$ cat src/logic/status_flag_pkg.sv
// package: register map, field positions, reset values and carriers of the status flag block
//
// Notes on behaviour
// - bit 15 shows accumulator A overflow
// - bit 14 shows accumulator B overflow
// - bit 13 sticky A saturation, stays set
// - bit 12 sticky B saturation, stays set
// - bit 11 is OR of both overflows
// - bit 10 is OR of sticky saturations
// - bit 9 loop active, read only
// - bit 8 half carry from low-order bit
// - three-bit priority level in bits 7:5
// - software write sets sticky bits directly while bit 10 is written 1
// - clearing bit 10 clears both sticky bits
`default_nettype none

package status_flag_pkg;

  // ==========================================================
  // register offsets (byte addresses)
  localparam logic [11:0] STATUS_OFF   = 12'h000;
  localparam logic [11:0] IRQ_STAT_OFF = 12'h004;
  localparam logic [11:0] IRQ_MASK_OFF = 12'h008;

  // ==========================================================
  // status register field positions
  localparam int ACC_A_OVF_BIT  = 15;
  localparam int ACC_B_OVF_BIT  = 14;
  localparam int ACC_A_SAT_BIT  = 13;
  localparam int ACC_B_SAT_BIT  = 12;
  localparam int ANY_OVF_BIT    = 11;
  localparam int ANY_SAT_BIT    = 10;
  localparam int LOOP_BIT       = 9;
  localparam int HALF_CARRY_BIT = 8;
  localparam int PRIO_LSB       = 5;
  localparam int PRIO_W         = 3;

  // ==========================================================
  // interrupt status / mask bit positions
  localparam int EV_OVF_A = 0;
  localparam int EV_OVF_B = 1;
  localparam int EV_SAT_A = 2;
  localparam int EV_SAT_B = 3;
  localparam int EV_W     = 4;

  // ==========================================================
  // reset values
  localparam logic [15:0]     STATUS_RST   = 16'h0000;
  localparam logic [EV_W-1:0] IRQ_STAT_RST = 4'h0;
  localparam logic [EV_W-1:0] IRQ_MASK_RST = 4'h0;
  localparam logic [PRIO_W-1:0] PRIO_RST   = 3'h0;

  // ==========================================================
  // carriers
  typedef enum logic [1:0] {
    SIZE_WORD,
    SIZE_BYTE
  } op_size_e;

  // result of one core operation, presented for one cycle
  typedef struct packed {
    logic       valid;
    op_size_e   size;
    logic [7:0] carry_vec;  // carry out of bit i for i = 0..7
    logic       ovf_a;
    logic       ovf_b;
    logic       sat_a;
    logic       sat_b;
  } alu_result_s;

  typedef struct packed {
    logic        psel;
    logic        penable;
    logic        pwrite;
    logic [11:0] paddr;
    logic [31:0] pwdata;
  } apb_req_s;

  typedef struct packed {
    logic [31:0] prdata;
    logic        pready;
    logic        pslverr;
  } apb_rsp_s;

  // software write into the flag core
  typedef struct packed {
    logic        wr;
    logic [15:0] data;
  } sr_write_s;

endpackage : status_flag_pkg

`default_nettype wire

$ cat src/logic/apb_reg_if.sv
// APB slave front end: decodes one transfer into a write strobe or read select
`default_nettype none

module apb_reg_if (
  // clock and reset
  input  wire logic                      pclk,
  input  wire logic                      presetn,
  // bus
  input  wire status_flag_pkg::apb_req_s req,
  output status_flag_pkg::apb_rsp_s      rsp,
  // register side
  output logic                           wr_stb,
  output logic [11:0]                    wr_addr,
  output logic [31:0]                    wr_data,
  input  wire logic [31:0]               rd_data,
  input  wire logic                      addr_hit,
  output logic [11:0]                    rd_addr
);
  import status_flag_pkg::*;

  typedef struct packed {
    logic [31:0] prdata;
  } if_state_s;

  if_state_s st_ff;
  if_state_s nxt_st;
  logic      access;

  // ==========================================================
  // zero wait state access phase
  assign access  = req.psel & req.penable;
  assign wr_stb  = access & req.pwrite & addr_hit;
  assign wr_addr = req.paddr;
  assign wr_data = req.pwdata;
  assign rd_addr = req.paddr;

  always_comb begin
    nxt_st = st_ff;
    if (req.psel && !req.penable && !req.pwrite) begin
      nxt_st.prdata = addr_hit ? rd_data : 32'h00000000;
    end
  end

  always_ff @(posedge pclk or negedge presetn) begin
    if (!presetn) begin
      st_ff <= '0;
    end else begin
      st_ff <= nxt_st;
    end
  end

  assign rsp.prdata  = st_ff.prdata;
  assign rsp.pready  = 1'b1;
  assign rsp.pslverr = access & ~addr_hit;

endmodule : apb_reg_if

`default_nettype wire

$ cat src/logic/flag_irq.sv
// sticky event status with mask and level interrupt
`default_nettype none

module flag_irq (
  // clock and reset
  input  wire logic                               pclk,
  input  wire logic                               presetn,
  // events and software access
  input  wire logic [status_flag_pkg::EV_W-1:0]   events,
  input  wire logic                               stat_wr,
  input  wire logic                               mask_wr,
  input  wire logic [status_flag_pkg::EV_W-1:0]   wdata,
  // state
  output logic [status_flag_pkg::EV_W-1:0]        stat,
  output logic [status_flag_pkg::EV_W-1:0]        mask,
  output logic                                    irq
);
  import status_flag_pkg::*;

  typedef struct packed {
    logic [EV_W-1:0] stat;
    logic [EV_W-1:0] mask;
    logic            irq;
  } irq_state_s;

  irq_state_s st_ff;
  irq_state_s nxt_st;

  always_comb begin
    nxt_st = st_ff;
    if (stat_wr) begin
      nxt_st.stat = st_ff.stat & ~wdata;
    end
    // a new event wins over a simultaneous clear
    nxt_st.stat = nxt_st.stat | events;
    if (mask_wr) begin
      nxt_st.mask = wdata;
    end
    nxt_st.irq = |(nxt_st.stat & nxt_st.mask);
  end

  always_ff @(posedge pclk or negedge presetn) begin
    if (!presetn) begin
      st_ff <= '{stat: IRQ_STAT_RST, mask: IRQ_MASK_RST, irq: 1'b0};
    end else begin
      st_ff <= nxt_st;
    end
  end

  assign stat = st_ff.stat;
  assign mask = st_ff.mask;
  assign irq  = st_ff.irq;

endmodule : flag_irq

`default_nettype wire

$ cat src/logic/cpu_status_flag_register.sv
// top: cpu status register flag logic with APB access and interrupt
//
// Implementation choices: the register addresses and the APB slave port.
`default_nettype none

module cpu_status_flag_register (
  // clock and reset
  input  wire logic                           pclk,
  input  wire logic                           presetn,
  // APB
  input  wire logic                           psel,
  input  wire logic                           penable,
  input  wire logic                           pwrite,
  input  wire logic [11:0]                    paddr,
  input  wire logic [31:0]                    pwdata,
  output logic [31:0]                         prdata,
  output logic                                pready,
  output logic                                pslverr,
  // core datapath
  input  wire status_flag_pkg::alu_result_s   alu_res,
  input  wire logic                           loop_active,
  input  wire logic                           prio_wr,
  input  wire logic [2:0]                     prio_wdata,
  // flag outputs
  output logic [15:0]                         cpu_status_reg,
  output logic [2:0]                          cpu_priority_level,
  output logic                                irq
);
  import status_flag_pkg::*;

  // ==========================================================
  // state
  typedef struct packed {
    logic             acc_a_overflow;
    logic             acc_b_overflow;
    logic             acc_a_saturated_sticky;
    logic             acc_b_saturated_sticky;
    logic             loop_active;
    logic             half_carry_flag;
    logic [PRIO_W-1:0] prio;
  } sr_state_s;

  sr_state_s st_ff;
  sr_state_s nxt_st;

  apb_req_s        req;
  apb_rsp_s        rsp;
  logic            wr_stb;
  logic [11:0]     wr_addr;
  logic [31:0]     wr_data;
  logic [31:0]     rd_data;
  logic [11:0]     rd_addr;
  logic            addr_hit;
  sr_write_s       sw;
  logic [EV_W-1:0] ev;
  logic [EV_W-1:0] ev_stat;
  logic [EV_W-1:0] ev_mask;
  logic [15:0]     sr_view;

  // ==========================================================
  // helpers
  function automatic logic hit(input logic [11:0] a);
    hit = (a == STATUS_OFF) || (a == IRQ_STAT_OFF) || (a == IRQ_MASK_OFF);
  endfunction : hit

  // carry of the low-order bit: 8th for words, 4th for bytes
  function automatic logic half_carry(input alu_result_s r);
    half_carry = (r.size == SIZE_BYTE) ? r.carry_vec[3] : r.carry_vec[7];
  endfunction : half_carry

  function automatic logic [15:0] pack_sr(input sr_state_s s);
    logic [15:0] v;
    v = STATUS_RST;
    v[ACC_A_OVF_BIT]  = s.acc_a_overflow;
    v[ACC_B_OVF_BIT]  = s.acc_b_overflow;
    v[ACC_A_SAT_BIT]  = s.acc_a_saturated_sticky;
    v[ACC_B_SAT_BIT]  = s.acc_b_saturated_sticky;
    v[ANY_OVF_BIT]    = s.acc_a_overflow | s.acc_b_overflow;
    v[ANY_SAT_BIT]    = s.acc_a_saturated_sticky | s.acc_b_saturated_sticky;
    v[LOOP_BIT]       = s.loop_active;
    v[HALF_CARRY_BIT] = s.half_carry_flag;
    v[PRIO_LSB +: PRIO_W] = s.prio;
    pack_sr = v;
  endfunction : pack_sr

  // ==========================================================
  // bus front end
  assign req = '{psel: psel, penable: penable, pwrite: pwrite,
                 paddr: paddr, pwdata: pwdata};

  apb_reg_if u_apb (
    .pclk     (pclk),
    .presetn  (presetn),
    .req      (req),
    .rsp      (rsp),
    .wr_stb   (wr_stb),
    .wr_addr  (wr_addr),
    .wr_data  (wr_data),
    .rd_data  (rd_data),
    .addr_hit (addr_hit),
    .rd_addr  (rd_addr)
  );

  assign addr_hit = hit(paddr);
  assign prdata   = rsp.prdata;
  assign pready   = rsp.pready;
  assign pslverr  = rsp.pslverr;

  assign sr_view = pack_sr(st_ff);

  always_comb begin
    rd_data = 32'h00000000;
    unique case (rd_addr)
      STATUS_OFF:   rd_data[15:0]     = sr_view;
      IRQ_STAT_OFF: rd_data[EV_W-1:0] = ev_stat;
      IRQ_MASK_OFF: rd_data[EV_W-1:0] = ev_mask;
      default:      rd_data = 32'h00000000;
    endcase
  end

  assign sw.wr   = wr_stb && (wr_addr == STATUS_OFF);
  assign sw.data = wr_data[15:0];

  // ==========================================================
  // flag update
  always_comb begin
    nxt_st = st_ff;
    nxt_st.loop_active = loop_active;
    // software write: sticky bits take written values while bit 10 is written 1, else both clear
    if (sw.wr) begin
      nxt_st.acc_a_overflow         = sw.data[ACC_A_OVF_BIT];
      nxt_st.acc_b_overflow         = sw.data[ACC_B_OVF_BIT];
      nxt_st.acc_a_saturated_sticky = sw.data[ACC_A_SAT_BIT];
      nxt_st.acc_b_saturated_sticky = sw.data[ACC_B_SAT_BIT];
      nxt_st.half_carry_flag        = sw.data[HALF_CARRY_BIT];
      nxt_st.prio                   = sw.data[PRIO_LSB +: PRIO_W];
      if (!sw.data[ANY_SAT_BIT]) begin
        nxt_st.acc_a_saturated_sticky = 1'b0;
        nxt_st.acc_b_saturated_sticky = 1'b0;
      end
    end
    if (prio_wr) begin
      nxt_st.prio = prio_wdata;
    end
    // core results; saturation set wins over a software clear
    if (alu_res.valid) begin
      nxt_st.acc_a_overflow  = alu_res.ovf_a;
      nxt_st.acc_b_overflow  = alu_res.ovf_b;
      nxt_st.half_carry_flag = half_carry(alu_res);
      if (alu_res.sat_a) begin
        nxt_st.acc_a_saturated_sticky = 1'b1;
      end
      if (alu_res.sat_b) begin
        nxt_st.acc_b_saturated_sticky = 1'b1;
      end
    end
  end

  always_ff @(posedge pclk or negedge presetn) begin
    if (!presetn) begin
      st_ff <= '{prio: PRIO_RST, default: 1'b0};
    end else begin
      st_ff <= nxt_st;
    end
  end

  // ==========================================================
  // interrupt events
  assign ev[EV_OVF_A] = alu_res.valid & alu_res.ovf_a;
  assign ev[EV_OVF_B] = alu_res.valid & alu_res.ovf_b;
  assign ev[EV_SAT_A] = alu_res.valid & alu_res.sat_a;
  assign ev[EV_SAT_B] = alu_res.valid & alu_res.sat_b;

  flag_irq u_irq (
    .pclk    (pclk),
    .presetn (presetn),
    .events  (ev),
    .stat_wr (wr_stb && (wr_addr == IRQ_STAT_OFF)),
    .mask_wr (wr_stb && (wr_addr == IRQ_MASK_OFF)),
    .wdata   (wr_data[EV_W-1:0]),
    .stat    (ev_stat),
    .mask    (ev_mask),
    .irq     (irq)
  );

  assign cpu_status_reg     = sr_view;
  assign cpu_priority_level = st_ff.prio;

endmodule : cpu_status_flag_register

`default_nettype wire

$ cat config.mk
export PLATFORM = sky130hd
export DESIGN_NAME = cpu_status_flag_register
export DESIGN_NICKNAME = d
export VERILOG_FILES = /design/src/logic/status_flag_pkg.sv /design/src/logic/apb_reg_if.sv /design/src/logic/flag_irq.sv /design/src/logic/cpu_status_flag_register.sv
export SDC_FILE = /design/constraint.sdc
export NUM_CORES = 1
export LEC_CHECK = 0
export BUFFER_PORTS_ARGS = -buffer_cell sky130_fd_sc_hd__buf_2
export CAP_MARGIN = 20
export CELL_PAD_IN_SITES_DETAIL_PLACEMENT = 1
export CELL_PAD_IN_SITES_GLOBAL_PLACEMENT = 1
export CORE_AREA = 3 3 78 80
export DETAILED_ROUTE_END_ITERATION = 6
export DIE_AREA = 0 0 81 83
export PLACE_DENSITY = 0.94
export SYNTH_ARGS = -nofsm -noshare
export SYNTH_HDL_FRONTEND = slang
export SYNTH_SLANG_ARGS = --single-unit
$ cat constraint.sdc
create_clock -name pclk -period 2 [get_ports pclk]
set_input_delay 0.2 -clock pclk [delete_from_list [all_inputs] [get_ports pclk]]
set_output_delay 0.2 -clock pclk [all_outputs]
set_load 0.05 [all_outputs]
==> reports/metrics.yaml <==
place:
  dp_hpwl_mm: 3.66
  port_buffers: 74
  postPlaceCellArea_um2: 2030
  place_inst: 297
  routabilityCongestion: 0.752
detailed_routing:
  vias_per_cell: 4.58
  drt-met1-wl_mm: 1.69
  drt_iter0_markers: 55
  postRouteAntennaNets: 0
  top_layer_used: "met4"
  wl_per_cell_um: 14.6
  routed_wl_mm: 4.47
  drc: 0
  route.met3.wl_um: 357
  wl_met2_mm: 2.33
  firstDrtPassIters: 4
  routed-via-count: 1403
yosys:
  synth_edf_count: 0
  syn_area_um2: 1690
  ys_ff_latch: 33
  syn_avg_cell_area_um2: 10.7
  yosysSeqAreaShare_pct: 48.9
  async_flop_share_pct: 100
  ys_warn_count: 0
  yosys_most_used_dff: "dfrtp_1"
  postSynthCellCount: 158
  synth.distinct_cells: 31
outcome:
  status: "finished, final reports clean"
clock_tree:
  cts_tree: "done"
  numCtsBuffers: 5
  clock_latency_ns: 0.29
  clock_path_buffers: 2
  clk_pin_slew_ns: 0.07
  htreeDepth: 2
  cts_root_buf: "clkbuf_8"
  cts.sinks: 33
timing:
  rsz0062_at_grt: "no"
  timing.hold.ws_ns: 0.0266
  min_period_ns: 1.51
  slew_viol_final: 0
  max_freq_mhz: 661
  setup_tns_ns: 0
  max_slew_margin_pct: 51.8
  hold_viol: 0
  setup_viol: 0
  fin_skew_ns: 0.00567
  tightest_slew_ns: 0.722
  fin_crit_sh_pct: 75.7
job:
  maxCapViolations: 0
die:
  pin_count: 123
  floorplan.initialDensity_pct: 30.8
  row_count: 27
  fp.dieH_um: 83
  dieArea_um2: 6720
  coreArea_um2: 5470
  die_x_um: 81
worst_setup_path:
  worst_r2r_endpoint: "u_apb.st_ff[10]"
  end_kind: "output pin"
  critical_path_required_ns: 1.80
  max_stage_delay_ns: 0.34
  worst-setup-path-type: "in -> out"
  reg2reg_slack_ns: 0.96
  cpMostUsedCell: "buf_2"
  cp_top_family: "simple AND/OR/NAND/NOR gates"
  crit_path_start_kind: "input port"
  arrival_ns: 1.31
  rr_worst_depth: 2
  path_buf_inv: 3
  r2r-start: "cpu_status_reg[12]"
  critPathSlowestCell: "nor4_4"
  critical_path_peak_fanout: 6
  path_cells: "buf_2 > nor4_4 > nand3_2 > buf_4 > a21oi_1 > nor2_1 > buf_2"
global_routing:
  antenna_found_initial: 0
  grt_pass1_wl_mm: 6.80
  grt_use_total_pct: 13.4
  gr-total-overflow: 0
  first_global_vias: 1406
  grt_max_degree: 34
power:
  switching_power_uw: 505
  p_leak_uw: 0.00114
  clockPowerShare_pct: 32.9
  switching_share_pct: 33.9
  powerDensity_nw_per_um2: 701
  internal_power_uw: 987
  seq_power_share_pct: 46.3
  p_comb_share_pct: 20.9
  irDropWorstVdd_mv: 0.220
final_layout:
  stdcell_count: 306
  fin_nets: 302
  largest_register_ffs: 15
  syn_to_final_growth_pct: 26.2
  antenna_cells: 0
  stdcell_area_um2: 2130
  drive_above_1_share_pct: 41.0
min_path:
  min_path_cells: 1
  holdCritPathClass: "in -> reg"
  min_from: "loop_active"
  hold_end: "cpu_status_reg[9]"
cells in the mapped netlist, drive strengths merged, types with 2 or more instances:
cell / number / area (µm²)
inv: 2 / 7.51
o21ai: 8 / 40.0
a22o: 11 / 96.3
conb: 2 / 7.51
and4: 3 / 26.3
a21o: 2 / 15.0
o31ai: 4 / 30.0
a31oi: 2 / 12.5
nor2b: 3 / 18.8
a21oi: 3 / 15.0
nor2: 3 / 11.3
clkbuf: 3 / 11.3
nand2: 22 / 82.6
mux2i: 6 / 60.1
nor4: 3 / 48.8
dfrtp: 33 / 826
a22oi: 4 / 30.0
nand4: 2 / 12.5
mux2: 5 / 56.3
or2: 2 / 12.5
buf: 28 / 211
o211ai: 2 / 15.0
worst max path at each step:
stage / start / endpoint / slack [ns] / cells after the start
floorplan: paddr[7] / cpu_status_reg[15] / 0.47 / 6
global placement: paddr[7] / cpu_status_reg[14] / 0.19 / 6
detailed placement: paddr[7] / cpu_status_reg[15] / 0.16 / 6
CTS: paddr[7] / cpu_status_reg[15] / 0.47 / 6
global route: paddr[11] / cpu_status_reg[14] / 0.38 / 6
finish: paddr[7] / pslverr / 0.49 / 7
stage by stage:
stage               worst slack [ns]  total power (µW)  util, %
CTS                            0.471              1510     38.9
detailed placement             0.155              1010     37.2
finish                         0.486              1490     38.9
global route                   0.383              1560     38.9
floorplan                      0.466               957        -
global placement               0.188              1010     37.2
cells by family after synthesis:
family	after synthesis	share of synthesized area, %
buf+inv	33	13.6
other cells	2	0.445
simple gates	43	15.0
compound gates	36	15.0
flops	33	48.9
mux	11	6.89
per-layer routing:
metal  global-route usage (%)  vias up
li1                         -      664
met1                     14.0      676
met2                     23.5       56
met3                     4.56        7
met4                     6.30        0
met5                        0        -
power by group through the flow:
stage | combinational [µW] | clock, µW | sequential [µW]
2_1_floorplan | 210 | 0 | 746
3_3_place_gp | 306 | 0 | 703
3_5_place_dp | 311 | 0 | 704
4_1_cts | 313 | 506 | 691
5_1_grt | 330 | 541 | 692
6_report | 311 | 491 | 691
cell usage in the layout (no fill, tap or decap), types with 2 or more instances in the layout:
cell type  instances
a31oi_1            2
conb_1            23
clkinv_2           2
inv_1              2
mux2_2             5
buf_4              3
nor2_1             3
buf_2             74
clkbuf_8           5
nand4_1            2
o211ai_1           2
a22o_1            11
o21ai_0            2
o31ai_1            4
a22oi_1            4
and4_1             3
o21ai_1            6
nand2_1           22
nor4_4             2
mux2i_1            6
or2_2              2
a21o_1             2
dfrtp_1           33
nor2b_1            3
a21oi_1            3
cell type report:
cell class	instances	area [µm²]
timing repair buffer	78	403
fill	678	3340
multi-input combinational	113	717
clock inverter	3	17.5
inverter	2	7.51
tap	72	90.1
clock buffer	5	68.8
sequential	33	826
timing repair:
action,CTS,global route
hold buffers,1,0
buffers inserted,0,0
setup endpoints to repair,0,0
hold endpoints to repair,33,0
gates resized for setup,0,0
Note: power is estimated with default switching activity, not from simulation.
